===== src/rtl/led_ctrl_pkg.sv =====
// Shared constants and carrier types for the LED driver control sequencer.
// Assumes a single 40 MHz system clock and comparator flags sampled on it.
package led_ctrl_pkg;

  // ----------------------------------------------------------------
  // Clock and timing
  // ----------------------------------------------------------------
  localparam int CLK_HZ = 40000000;
  localparam int SW_FREQ_HZ_DEF = 400000;
  localparam int PERIOD_NOM_DEF = CLK_HZ / SW_FREQ_HZ_DEF;
  localparam int BLANK_US = 650;
  localparam int BLANK_CYCLES_DEF = BLANK_US * (CLK_HZ / 1000000);

  // ----------------------------------------------------------------
  // Spread spectrum
  // ----------------------------------------------------------------
  localparam int SWEEP_LO_PCT = 94;
  localparam int SWEEP_HI_PCT = 106;
  localparam int MOD_PERMIL = 2;
  localparam int SWEEP_HALF = 1000 / MOD_PERMIL / 2;

  // ----------------------------------------------------------------
  // Analog dimming ramp, millivolts
  // ----------------------------------------------------------------
  localparam int DIM_OFFSET_MV = 205;
  localparam int DIM_SPAN_MV = 2800;
  localparam int DIM_STEP_MV = 10;
  localparam int DIM_STEPS = DIM_SPAN_MV / DIM_STEP_MV;

  // ----------------------------------------------------------------
  // Slope compensation
  // ----------------------------------------------------------------
  localparam logic [11:0] SLOPE_BUCK_SLOW_MA_US = 12'h232;
  localparam logic [11:0] SLOPE_BUCK_FAST_MA_US = 12'hb54;
  localparam logic [11:0] SLOPE_BB_PERMIL_PER_V = 12'h04e;

  // ----------------------------------------------------------------
  // Carrier types
  // ----------------------------------------------------------------
  typedef struct packed {
    logic bias_uv;
    logic vin_above_bb_on;
    logic vin_above_bb_off;
    logic vin_above_buck_on;
    logic vin_above_buck_off;
    logic vin_above_ov_trip;
    logic vin_above_ov_release;
    logic temp_above_trip;
    logic temp_above_release;
    logic hs_overcurrent;
    logic pwm_trip;
    logic out_below_short;
    logic comp_above_limit;
    logic out_above_ov;
    logic out_below_release;
  } cmp_s;

  typedef struct packed {
    logic hs_on;
    logic ls_on;
    logic hi_z;
  } gate_s;

endpackage : led_ctrl_pkg


===== src/rtl/sw_osc.sv =====
// Switching oscillator with triangular spread-spectrum period sweep.
// Assumes restart is a one-cycle pulse in the system clock domain.
`timescale 1ns/1ps
module sw_osc #(
  parameter int PERIOD_NOM = led_ctrl_pkg::PERIOD_NOM_DEF
) (
  input wire logic sys_clk,
  input wire logic reset_n,
  input wire logic clk_en,
  input wire logic restart,
  output logic cycle_start,
  output logic [15:0] period
);
  import led_ctrl_pkg::*;

  localparam int P_MIN = PERIOD_NOM * 100 / SWEEP_HI_PCT;
  localparam int P_MAX = PERIOD_NOM * 100 / SWEEP_LO_PCT;

  if (P_MIN < 4 || P_MAX > 65535) begin : g_bad_period
    $error("sw_osc: nominal period out of range");
  end

  logic [15:0] cnt;
  logic [8:0] tri_pos;
  logic tri_up;
  logic wrap;
  logic [15:0] next_period;

  // ----------------------------------------------------------------
  // Period counter
  // ----------------------------------------------------------------
  assign wrap = (cnt >= period - 16'h0001);
  assign cycle_start = clk_en && (restart || wrap);

  always_ff @(posedge sys_clk) begin
    if (!reset_n) begin
      cnt <= 16'h0000;
    end else if (clk_en) begin
      if (restart || wrap) begin
        cnt <= 16'h0000;
      end else begin
        cnt <= cnt + 16'h0001;
      end
    end
  end

  // ----------------------------------------------------------------
  // Triangle sweep
  // ----------------------------------------------------------------
  always_comb begin
    next_period = 16'(P_MAX - (int'(tri_pos) * (P_MAX - P_MIN)) / SWEEP_HALF);
  end

  always_ff @(posedge sys_clk) begin
    if (!reset_n) begin
      tri_pos <= 9'h000;
      tri_up <= 1'b1;
      period <= 16'(P_MAX);
    end else if (clk_en && cycle_start) begin
      period <= next_period;
      if (tri_up) begin
        if (tri_pos == 9'(SWEEP_HALF - 1)) begin
          tri_up <= 1'b0;
        end
        tri_pos <= tri_pos + 9'h001;
      end else begin
        if (tri_pos == 9'h001) begin
          tri_up <= 1'b1;
        end
        tri_pos <= tri_pos - 9'h001;
      end
    end
  end

  property p_period_bounds;
    @(posedge sys_clk) disable iff (!reset_n)
    (period >= 16'(P_MIN)) && (period <= 16'(P_MAX));
  endproperty
  a_period_bounds: assert property (p_period_bounds)
    else $error("Switching period left sweep bounds");

  property p_tri_bounds;
    @(posedge sys_clk) disable iff (!reset_n)
    tri_pos <= 9'(SWEEP_HALF);
  endproperty
  a_tri_bounds: assert property (p_tri_bounds)
    else $error("Sweep position beyond half modulation period");

endmodule : sw_osc


===== src/rtl/led_driver_protect_dim_ctrl.sv =====
// Protection and dimming sequencer for a synchronous LED driver.
// Assumes comparator flags and dimming input are synchronous to sys_clk.
`timescale 1ns/1ps
// Behaviour
// - Stop switching on bias undervoltage
// - Buck-boost input lockout with hysteresis
// - Buck input lockout with own thresholds
// - Overcurrent kills high side until next cycle
// - Slope rate fixed in buck, proportional otherwise
// - Triangular frequency sweep between low and high
// - Sweep repeats at fixed fraction of frequency
// - Input overvoltage stops switching outside buck
// - No input overvoltage shutdown in buck
// - Compensation node connected only while dimming high
// - Dimming high enables switching; oscillator runs regardless
// - Dimming low stops regulation, switches high-impedance
// - Analog dimming compares level against internal ramp
// - Mode strap selects buck or buck-boost
// - Digital dimming passes pulse straight through
// - Thermal shutdown with hysteresis
// - LED short flagged after blanking expires
// - Blanking timer counts only while dimming high
// - Ground short latches off until power cycle
// - LED open detected on output overvoltage
// - Open latch holds until output falls low
// - Fault flag low on bias undervoltage
// - Fault flag low during thermal shutdown
// - Dimming rising edge restarts oscillator
module led_driver_protect_dim_ctrl #(
  parameter int PERIOD_NOM = led_ctrl_pkg::PERIOD_NOM_DEF,
  parameter int BLANK_CYCLES = led_ctrl_pkg::BLANK_CYCLES_DEF,
  parameter bit FAST_VARIANT = 1'b0
) (
  input wire logic sys_clk,
  input wire logic reset_n,
  input wire logic clk_en,
  input wire logic mode_strap_bb,
  input wire logic analog_dim_mode,
  input wire logic dimming_input,
  input wire logic [11:0] dim_level_mv,
  input wire logic [15:0] dim_rate_config,
  input wire led_ctrl_pkg::cmp_s cmp,
  output led_ctrl_pkg::gate_s gate,
  output logic comp_connect,
  output logic fault_flag_n,
  output logic mode_bb,
  output logic slope_proportional,
  output logic [11:0] slope_rate,
  output logic [15:0] sw_period
);
  import led_ctrl_pkg::*;

  if (BLANK_CYCLES < 1 || BLANK_CYCLES > 65535) begin : g_bad_blank
    $error("Blanking count out of range");
  end

  cmp_s cs;
  logic strap_done;
  logic vin_ok;
  logic ov_trip;
  logic tsd;
  logic [15:0] rate_cnt;
  logic [8:0] ramp_idx;
  logic [11:0] ramp_mv;
  logic dim_eff;
  logic dim_prev;
  logic dim_rise;
  logic [15:0] blank_cnt;
  logic blank_done;
  logic short_flag;
  logic gnd_short;
  logic open_latch;
  logic run;
  logic hs_latch;
  logic cycle_start;

  // ----------------------------------------------------------------
  // Comparator sampling
  // ----------------------------------------------------------------
  always_ff @(posedge sys_clk) begin
    if (!reset_n) begin
      cs <= '0;
    end else if (clk_en) begin
      cs <= cmp;
    end
  end

  // ----------------------------------------------------------------
  // Mode strap
  // ----------------------------------------------------------------
  always_ff @(posedge sys_clk) begin
    if (!reset_n) begin
      strap_done <= 1'b0;
      mode_bb <= 1'b0;
    end else if (clk_en && !strap_done) begin
      strap_done <= 1'b1;
      mode_bb <= mode_strap_bb;
    end
  end

  // ----------------------------------------------------------------
  // Slope compensation select
  // ----------------------------------------------------------------
  always_ff @(posedge sys_clk) begin
    if (!reset_n) begin
      slope_proportional <= 1'b0;
      slope_rate <= 12'h000;
    end else if (clk_en) begin
      slope_proportional <= mode_bb;
      if (mode_bb) begin
        slope_rate <= SLOPE_BB_PERMIL_PER_V;
      end else begin
        slope_rate <= FAST_VARIANT ? SLOPE_BUCK_FAST_MA_US : SLOPE_BUCK_SLOW_MA_US;
      end
    end
  end

  // ----------------------------------------------------------------
  // Input lockout, overvoltage and thermal hysteresis
  // ----------------------------------------------------------------
  always_ff @(posedge sys_clk) begin
    if (!reset_n) begin
      vin_ok <= 1'b0;
    end else if (clk_en && strap_done) begin
      if (mode_bb) begin
        if (cs.vin_above_bb_on) begin
          vin_ok <= 1'b1;
        end else if (!cs.vin_above_bb_off) begin
          vin_ok <= 1'b0;
        end
      end else begin
        if (cs.vin_above_buck_on) begin
          vin_ok <= 1'b1;
        end else if (!cs.vin_above_buck_off) begin
          vin_ok <= 1'b0;
        end
      end
    end
  end

  always_ff @(posedge sys_clk) begin
    if (!reset_n) begin
      ov_trip <= 1'b0;
    end else if (clk_en) begin
      if (!mode_bb) begin
        ov_trip <= 1'b0;
      end else if (cs.vin_above_ov_trip) begin
        ov_trip <= 1'b1;
      end else if (!cs.vin_above_ov_release) begin
        ov_trip <= 1'b0;
      end
    end
  end

  always_ff @(posedge sys_clk) begin
    if (!reset_n) begin
      tsd <= 1'b0;
    end else if (clk_en) begin
      if (cs.temp_above_trip) begin
        tsd <= 1'b1;
      end else if (!cs.temp_above_release) begin
        tsd <= 1'b0;
      end
    end
  end

  // ----------------------------------------------------------------
  // Dimming ramp and effective dimming signal
  // ----------------------------------------------------------------
  always_ff @(posedge sys_clk) begin
    if (!reset_n) begin
      rate_cnt <= 16'h0000;
      ramp_idx <= 9'h000;
    end else if (clk_en) begin
      if (rate_cnt >= dim_rate_config) begin
        rate_cnt <= 16'h0000;
        if (ramp_idx == 9'(DIM_STEPS - 1)) begin
          ramp_idx <= 9'h000;
        end else begin
          ramp_idx <= ramp_idx + 9'h001;
        end
      end else begin
        rate_cnt <= rate_cnt + 16'h0001;
      end
    end
  end

  assign ramp_mv = 12'(DIM_OFFSET_MV + int'(ramp_idx) * DIM_STEP_MV);

  always_ff @(posedge sys_clk) begin
    if (!reset_n) begin
      dim_eff <= 1'b0;
      dim_prev <= 1'b0;
    end else if (clk_en) begin
      dim_prev <= dim_eff;
      if (analog_dim_mode) begin
        dim_eff <= (dim_level_mv > ramp_mv);
      end else begin
        dim_eff <= dimming_input;
      end
    end
  end

  assign dim_rise = dim_eff && !dim_prev;

  // ----------------------------------------------------------------
  // Startup blanking timer
  // ----------------------------------------------------------------
  assign blank_done = (blank_cnt == 16'(BLANK_CYCLES));

  always_ff @(posedge sys_clk) begin
    if (!reset_n) begin
      blank_cnt <= 16'h0000;
    end else if (clk_en && dim_eff && !blank_done) begin
      blank_cnt <= blank_cnt + 16'h0001;
    end
  end

  // ----------------------------------------------------------------
  // Output faults
  // ----------------------------------------------------------------
  always_ff @(posedge sys_clk) begin
    if (!reset_n) begin
      short_flag <= 1'b0;
    end else if (clk_en) begin
      short_flag <= cs.out_below_short && blank_done;
    end
  end

  always_ff @(posedge sys_clk) begin
    if (!reset_n) begin
      gnd_short <= 1'b0;
    end else if (clk_en && cs.out_below_short && cs.comp_above_limit && blank_done) begin
      gnd_short <= 1'b1;
    end
  end

  always_ff @(posedge sys_clk) begin
    if (!reset_n) begin
      open_latch <= 1'b0;
    end else if (clk_en) begin
      if (cs.out_above_ov) begin
        open_latch <= 1'b1;
      end else if (cs.out_below_release) begin
        open_latch <= 1'b0;
      end
    end
  end

  always_ff @(posedge sys_clk) begin
    if (!reset_n) begin
      fault_flag_n <= 1'b1;
    end else if (clk_en) begin
      fault_flag_n <= !(short_flag || gnd_short || open_latch
                        || cs.bias_uv || tsd);
    end
  end

  // ----------------------------------------------------------------
  // Switching permission and gates
  // ----------------------------------------------------------------
  assign run = vin_ok && !cs.bias_uv && !ov_trip && !tsd && !gnd_short
               && !open_latch && dim_eff;

  sw_osc #(
    .PERIOD_NOM(PERIOD_NOM)
  ) u_osc (
    .sys_clk(sys_clk),
    .reset_n(reset_n),
    .clk_en(clk_en),
    .restart(dim_rise),
    .cycle_start(cycle_start),
    .period(sw_period)
  );

  always_ff @(posedge sys_clk) begin
    if (!reset_n) begin
      hs_latch <= 1'b0;
    end else if (clk_en) begin
      if (cycle_start && run) begin
        hs_latch <= 1'b1;
      end else if (cs.hs_overcurrent || cs.pwm_trip || !run) begin
        hs_latch <= 1'b0;
      end
    end
  end

  assign gate.hs_on = hs_latch && run && !cs.hs_overcurrent;
  assign gate.ls_on = run && !hs_latch;
  assign gate.hi_z = !run;
  assign comp_connect = dim_eff;

  // ----------------------------------------------------------------
  // Checks
  // ----------------------------------------------------------------
  property p_bias_stop;
    @(posedge sys_clk) disable iff (!reset_n)
    cs.bias_uv |-> gate.hi_z && !gate.hs_on && !gate.ls_on;
  endproperty
  a_bias_stop: assert property (p_bias_stop)
    else $error("Switching while bias undervoltage");

  property p_dim_low_hiz;
    @(posedge sys_clk) disable iff (!reset_n)
    !dim_eff |-> gate.hi_z && !comp_connect;
  endproperty
  a_dim_low_hiz: assert property (p_dim_low_hiz)
    else $error("Dimming low but switches not off");

  property p_oc_kill;
    @(posedge sys_clk) disable iff (!reset_n)
    cs.hs_overcurrent |-> !gate.hs_on;
  endproperty
  a_oc_kill: assert property (p_oc_kill)
    else $error("High side on during overcurrent");

  property p_oc_hold;
    @(posedge sys_clk) disable iff (!reset_n)
    (clk_en && cs.hs_overcurrent && !cycle_start) |=> !hs_latch;
  endproperty
  a_oc_hold: assert property (p_oc_hold)
    else $error("High side kept after overcurrent");

  property p_gnd_latch;
    @(posedge sys_clk) disable iff (!reset_n)
    $rose(gnd_short) |=> gnd_short [*8];
  endproperty
  a_gnd_latch: assert property (p_gnd_latch)
    else $error("Ground short latch released");

  property p_ov_buck;
    @(posedge sys_clk) disable iff (!reset_n)
    (clk_en && !mode_bb) |=> !ov_trip;
  endproperty
  a_ov_buck: assert property (p_ov_buck)
    else $error("Overvoltage trip in buck mode");

  property p_blank_hold;
    @(posedge sys_clk) disable iff (!reset_n)
    !dim_eff |=> $stable(blank_cnt);
  endproperty
  a_blank_hold: assert property (p_blank_hold)
    else $error("Blanking timer moved while dimming low");

  property p_short_blank;
    @(posedge sys_clk) disable iff (!reset_n)
    (clk_en && short_flag) |-> blank_done ##1 !fault_flag_n;
  endproperty
  a_short_blank: assert property (p_short_blank)
    else $error("Short flagged before blanking expired");

  property p_tsd_flag;
    @(posedge sys_clk) disable iff (!reset_n)
    (clk_en && tsd) |=> !fault_flag_n;
  endproperty
  a_tsd_flag: assert property (p_tsd_flag)
    else $error("Fault flag high during thermal shutdown");

  property p_restart;
    @(posedge sys_clk) disable iff (!reset_n)
    (clk_en && dim_rise && run) |=> hs_latch;
  endproperty
  a_restart: assert property (p_restart)
    else $error("Oscillator not restarted on dimming rise");

endmodule : led_driver_protect_dim_ctrl


===== config.mk =====
export PLATFORM = sky130hd
export DESIGN_NAME = led_driver_protect_dim_ctrl
export DESIGN_NICKNAME = d
export VERILOG_FILES = /design/src/rtl/led_ctrl_pkg.sv /design/src/rtl/sw_osc.sv /design/src/rtl/led_driver_protect_dim_ctrl.sv
export SDC_FILE = /design/constraint.sdc
export NUM_CORES = 1
export LEC_CHECK = 0
export BUFFER_PORTS_ARGS = -buffer_cell sky130_fd_sc_hd__buf_2
export CAP_MARGIN = 20
export CORE_UTILIZATION = 65
export DETAILED_ROUTE_END_ITERATION = 8
export HOLD_SLACK_MARGIN = 0.15
export PLACE_DENSITY = 0.86
export SETUP_SLACK_MARGIN = 0.3
export SYNTH_ARGS = -nofsm -noshare
export SYNTH_HDL_FRONTEND = slang
export SYNTH_SLANG_ARGS = --single-unit

===== constraint.sdc =====
create_clock -name sys_clk -period 17.9 [get_ports sys_clk]
set_input_delay 3.58 -clock sys_clk [delete_from_list [all_inputs] [get_ports sys_clk]]
set_output_delay 3.58 -clock sys_clk [all_outputs]
set_load 0.02 [all_outputs]

-- Word-level counts from Yosys, hierarchy flattened
Index checks and enable logic that the tools add are counted.
- bits in registers: 123
- input bits: 49
- logic and storage cells: 130
- add/sub/neg operators: 9
- $mul: 2
- divide/modulo/power cells: 1
- $lt $le $gt $ge: 3
- equal/unequal tests: 8
- multiplexer cells: 23
- reduce and logical (&&, ||, !) cells: 48
- operator list (cell ; count):
    16-bit by 1-bit adder with 16-bit output, second input constant ; 3
    32-bit by 9-bit divider with 32-bit output, second input constant ; 1
    16-bit >= comparator ; 2
    16-bit 2-to-1 mux ; 2
    1-bit logical AND ; 21
    9-bit by 1-bit adder with 9-bit output, second input constant ; 2
    1-bit 2-to-1 mux ; 18
    9-bit 2-to-1 mux ; 2
    16-bit by 15-bit == test with 1-bit output, second input constant ; 1
    16-bit by 1-bit subtractor with 16-bit output, second input constant ; 1
    8-bit by 16-bit subtractor with 16-bit output, first input constant ; 1
    8-bit by 12-bit adder with 12-bit output, first input constant ; 1
    12-bit > comparator ; 1
    1-bit logical NOT ; 12
    9-bit by 2-bit multiplier with 11-bit output, second input constant ; 1
    9-bit by 3-bit multiplier with 11-bit output, second input constant ; 1
    10-bit 2-to-1 mux ; 1
    2-bit AND reduction ; 5
    9-bit by 1-bit == test with 1-bit output, second input constant ; 1
    9-bit by 8-bit == test with 1-bit output, second input constant ; 1
    9-bit == test, second input constant ; 1
    3-bit by 2-bit inequality test with 1-bit output, second input constant ; 3
    9-bit by 1-bit subtractor with 9-bit output, second input constant ; 1
    1-bit logical OR ; 7
    other kinds (3) ; 4

-- Logic depth before layout (Yosys ltp)
- word-level depth: 11
- depth in mapped cells: 40
- depth with buffers taken out: 37

-- Modules after synthesis
A second synthesis with hierarchy kept.
- cell total of the unflattened synthesis: 1127
- area total of the unflattened synthesis: 9150.0 µm²
- modules (own cells, without submodules) (module ; instances ; cells an instance ; area an instance (µm²) ; seq. area each (µm²)):
    sw_osc ; 1 ; 635 ; 4773.3 ; 660.6
    led_driver_protect_dim_ctrl ; 1 ; 492 ; 4376.7 ; 1421.4

-- Least setup slack after synthesis
OpenSTA, ideal clock, no wires.
- kind: register to register
- from: register u_osc.tri_pos[0]
- to: register u_osc.period[4]
- library setup time: 0.116 ns
- arrival time: 7.876 ns
- path slack: 9.907 ns
- stages on the path, launching flop included: 39
- buffers on the path: 2
- period minus slack after synthesis: 7.993 ns
- cells stage by stage: dfxtp_1 ha_1 inv_1 fa_1 nand2b_1 a21oi_2 xor2_2 inv_1 ha_1 a21oi_1 nor3_1 ha_1 or4_4 o21a_1 a211oi_4 xnor2_1 o22ai_2 or2_1 [3 not listed] buf_2 xnor2_1 inv_1 ha_1 clkbuf_1 xor2_1 and2_1 a21oi_1 o2111ai_1 or4b_1 o211ai_1 and3b_1 a21oi_1 ha_1 o21ai_0 xnor2_1 mux2i_1 nor2b_1
- cells in the longest elaborated chain, start to end: 3
- RTL lines (item ; line ; source):
    start, declared ; sw_osc.sv:24 ; logic [8:0] tri_pos;
    start signal, assigned ; sw_osc.sv:65 ; tri_pos <= tri_pos + 9'h001;
    start signal, assigned ; sw_osc.sv:70 ; tri_pos <= tri_pos - 9'h001;
    start signal, assigned ; sw_osc.sv:84 ; tri_pos <= 9'(SWEEP_HALF);
    9-bit by 2-bit multiplier with 11-bit output ; sw_osc.sv:51 ; next_period = 16'(P_MAX - (int'(tri_pos) * (P_MAX - P_MIN)) / SWEEP_HALF);
    32-bit by 9-bit divider with 32-bit output ; sw_osc.sv:51 ;
    8-bit by 16-bit subtractor with 16-bit output ; sw_osc.sv:51 ;
    end signal, assigned ; sw_osc.sv:58 ; period <= 16'(P_MAX);
    end signal, assigned ; sw_osc.sv:60 ; period <= next_period;
    end, declared ; sw_osc.sv:12 ; output logic [15:0] period
No other way between the ends.
A chain may end at the register's enable or synchronous reset.

-- Worst setup path after layout
Same ends and word-level chain as after synthesis.

==> results.md <==
* Final hold vios at 0
* Tot GR Track Use at 0.3013
* Slew @ Worst Pin at 1015 ps
* CTS H-tree depth at 3
* Compound-gate portion of the synthesized area at 0.2106
* CTS clk-pin slew, worst paths at 80 ps
* Final instance area at 0.009980 mm²
* Synth-to-Final Area Change at 7.060%
* ANT nets after route at 0
* Ant diodes at 0
* Clk_skew at 9.436 ps
* Final worst-path cycle share at 0.5612
* Ports at 84
* Critical path peak fanout at 17
* Antenna violations before repair at 0
* Input/output buffers at 69
* #FFs+latches synth at 104
* Placed Area at 0.009659 mm²
* CTS Buf Count at 9
* Setup violators final at 0
* Die H at 121.8 µm
* Worst hold-check path type: reg2reg
* Hold_ws at 459.0 ps
* Cell area after synthesis at 0.009321 mm²
* Starting density of the core at 0.6689
* Tot Pwr at 0.5106 mW
* Slew headroom at 0.3202
* Status: completed
* Worst Hold Launch: slope_rate[1]$_SDFFE_PN0P_
* Avg Cell Area, Syn at 8.184 µm²
* R2r startpoint: u_osc.tri_pos[0]$_SDFFE_PN0P_
* Top cells by count, synth: dfxtp_1, nor2_1, ha_1, nand2_1, xnor2_1
* RSZ-0062 raised after global routing: false
* Synth Instances at 1,139
* Core Util, Final at 0.7162
* Wire per inst at 16.29 µm
* Iter 0 DRT Violations at 685
* Largest family of logic cells by synthesized area: simple AND/OR/NAND/NOR gates
* Total grt overflow at 0
* Area taken by multi-input logic gates at 0.006751 mm²
* Synth Warn # at 0
* First-pass GRT wire length at 36.34 mm
* CTS tree: yes
* WHS Endpoint: slope_rate[1]$_SDFFE_PN0P_
* Ys flop type: dfxtp_1
* Register area at 0.002082 mm²
* Crit start category: register
* Post-Route WL at 22.22 mm
* Proportion of synthesized area in mux cells at 0.03477
* Largest net degree at the start of global routing at 72
* Leakage at 4.425 nW
* Max Freq at 0.09955 GHz
* CTS-repair resized insts at 0
* Setup TNS at 0 ps
* Reg2reg setup slack at 7850 ps
* Clk_lat worst skew at 350 ps
* Detailed placement HPWL at 16.31 mm
* Clock Path Buffers at 2
* Num Clock Sinks at 104
* Synth Area in XOR/XNOR at 0.1030
* Worst-path cell with the longest stage delay: nor2b_1
* Die Wd at 121.8 µm
* # fillers at 1,059
* Postcts setup bufs at 0
* Req. time, crit path at 18,150 ps
* CP arrival at 10,300 ps
* Die area at 0.01482 mm²
* EDFF count, synth at 0
* Slew Limit Fails at 0
* Post-route DRC violation count at 0
* GP Congestion at 0.9703
* Reg2reg end: u_osc.period[4]$_SDFFE_PN0P_
* Vias in the first global route at 7,829
* Max-Cap Viols at 0
* Ratio of cells with drive above 1 in the final layout at 0.1199
* Power per cell area at 51.17 mW/mm²
* Critical path class: reg2reg
* Worst Setup End Kind: register
* Root Buffer: clkbuf_16
* Register area share after synthesis at 0.2234
* Reg2Reg Depth at 36
* Yosys top cell by area: dfxtp_1
* Adder-cell share of the synthesized area at 0.1278
* Hold-fix buffers at CTS at 0
* DRT Pass-1 Iters at 5
* Hold path cells at 1
* Core area at 0.01393 mm²
* Main area contributors after synthesis: dfxtp_1, ha_1, xnor2_1, nor2_1, xor2_1
* Peak VDD IR at 0.04397 mV
* Synth Area in Simple Gates at 0.2426
* Cell mode on critical path: ha_1
* Largest stage delay, worst path at 810 ps
* Cell Rows at 43
* Via density per instance at 6.155
* Nets@finish at 1,322
* FFs w/ async S/R, synth at 0
* Via count at 8,396
* Min cycle time layout at 10,050 ps
* Netlist cell types at 100
* Post-synth top area share at 0.2234
[worst max-delay path, delay by kind of cell (launching register included)]
family | cells | cell delay (ps)
buf+inv | 3 | 340
compound gates | 12 | 2970
simple gates | 9 | 2820
xor+xnor | 5 | 1200
flops | 1 | 610
mux | 1 | 180
fa+ha+maj | 6 | 1820
[cell usage in the layout (no fill, tap or decap), types with 29 or more instances in the layout]
cell	n
mux2i_1	29
ha_1	92
nor2_1	104
nand3_1	35
a21o_1	39
dfxtp_1	104
o21ai_0	42
nor2b_1	33
xnor2_1	63
buf_2	69
a21oi_1	41
xor2_1	36
nor3_1	36
nand2_1	78
inv_1	58
[layer usage]
layer / vias to the layer above / share of wire / wire, µm / GRT usage
met5: - / 0 / 0 / 0
met4: 0 / 0.020 / 438 / 0.1019
met3: 47 / 0.050 / 1102 / 0.02949
met2: 299 / 0.49 / 10820 / 0.5297
met1: 3922 / 0.44 / 9862 / 0.3826
li1: 4128 / - / - / -
[worst max path at each step]
stage                                        end                          start  cells after the start  slack (ps)
CTS                 u_osc.period[4]$_SDFFE_PN0P_  u_osc.tri_pos[0]$_SDFFE_PN0P_                     36        8040
global route        u_osc.period[4]$_SDFFE_PN0P_  u_osc.tri_pos[0]$_SDFFE_PN0P_                     36        7100
detailed placement  u_osc.period[4]$_SDFFE_PN0P_  u_osc.tri_pos[0]$_SDFFE_PN0P_                     36        8060
finish              u_osc.period[4]$_SDFFE_PN0P_  u_osc.tri_pos[0]$_SDFFE_PN0P_                     36        7850
floorplan           u_osc.period[4]$_SDFFE_PN0P_  u_osc.tri_pos[0]$_SDFFE_PN0P_                     38        9910
global placement    u_osc.period[4]$_SDFFE_PN0P_  u_osc.tri_pos[0]$_SDFFE_PN0P_                     36        8390
[metrics by stage]
stage	cells	worst slack, ps
2_1_floorplan	1152	9907
3_3_place_gp	1348	8387
3_5_place_dp	1348	8055
4_1_cts	1364	8039
5_1_grt	1364	7096
6_report	1364	7855
[flip-flops by register name (all words and copies together) (netlist names), 3 cells and up]
name           count
slope_rate         3
rate_cnt          16
cs                15
u_osc.tri_pos      9
u_osc.period       7
ramp_idx           9
blank_cnt         16
u_osc.cnt         16
[power breakdown]
| group | internal, mW | switching (mW) | total, mW |
|---|---|---|---|
| Sequential | 0.236 | 0.00484 | 0.241 |
| Clock | 0.116 | 0.0966 | 0.213 |
| Combinational | 0.0230 | 0.0338 | 0.0568 |
[final cells by class]
cell class | instances | area share
clock buffers | 10 | 0.02395
clock inverters | 6 | 0.008149
inverters | 60 | 0.02257
multi-input cells | 931 | 0.6765
flip-flops and latches | 104 | 0.2086
well taps | 180 | 0.02257
repair buffers | 73 | 0.03761
[cell families (layout without fill, tap and decap cells)]
group,count (synthesis),in the layout
AO/OA/AOI/OAI,259,259
AND/OR/NAND/NOR,428,428
XOR/XNOR,104,104
other,1,14
multiplexers,32,32
adder cells (fa/ha/maj),94,94
buffers and inverters,117,149
flip-flops,104,104
(Power assumes the default switching activity.)
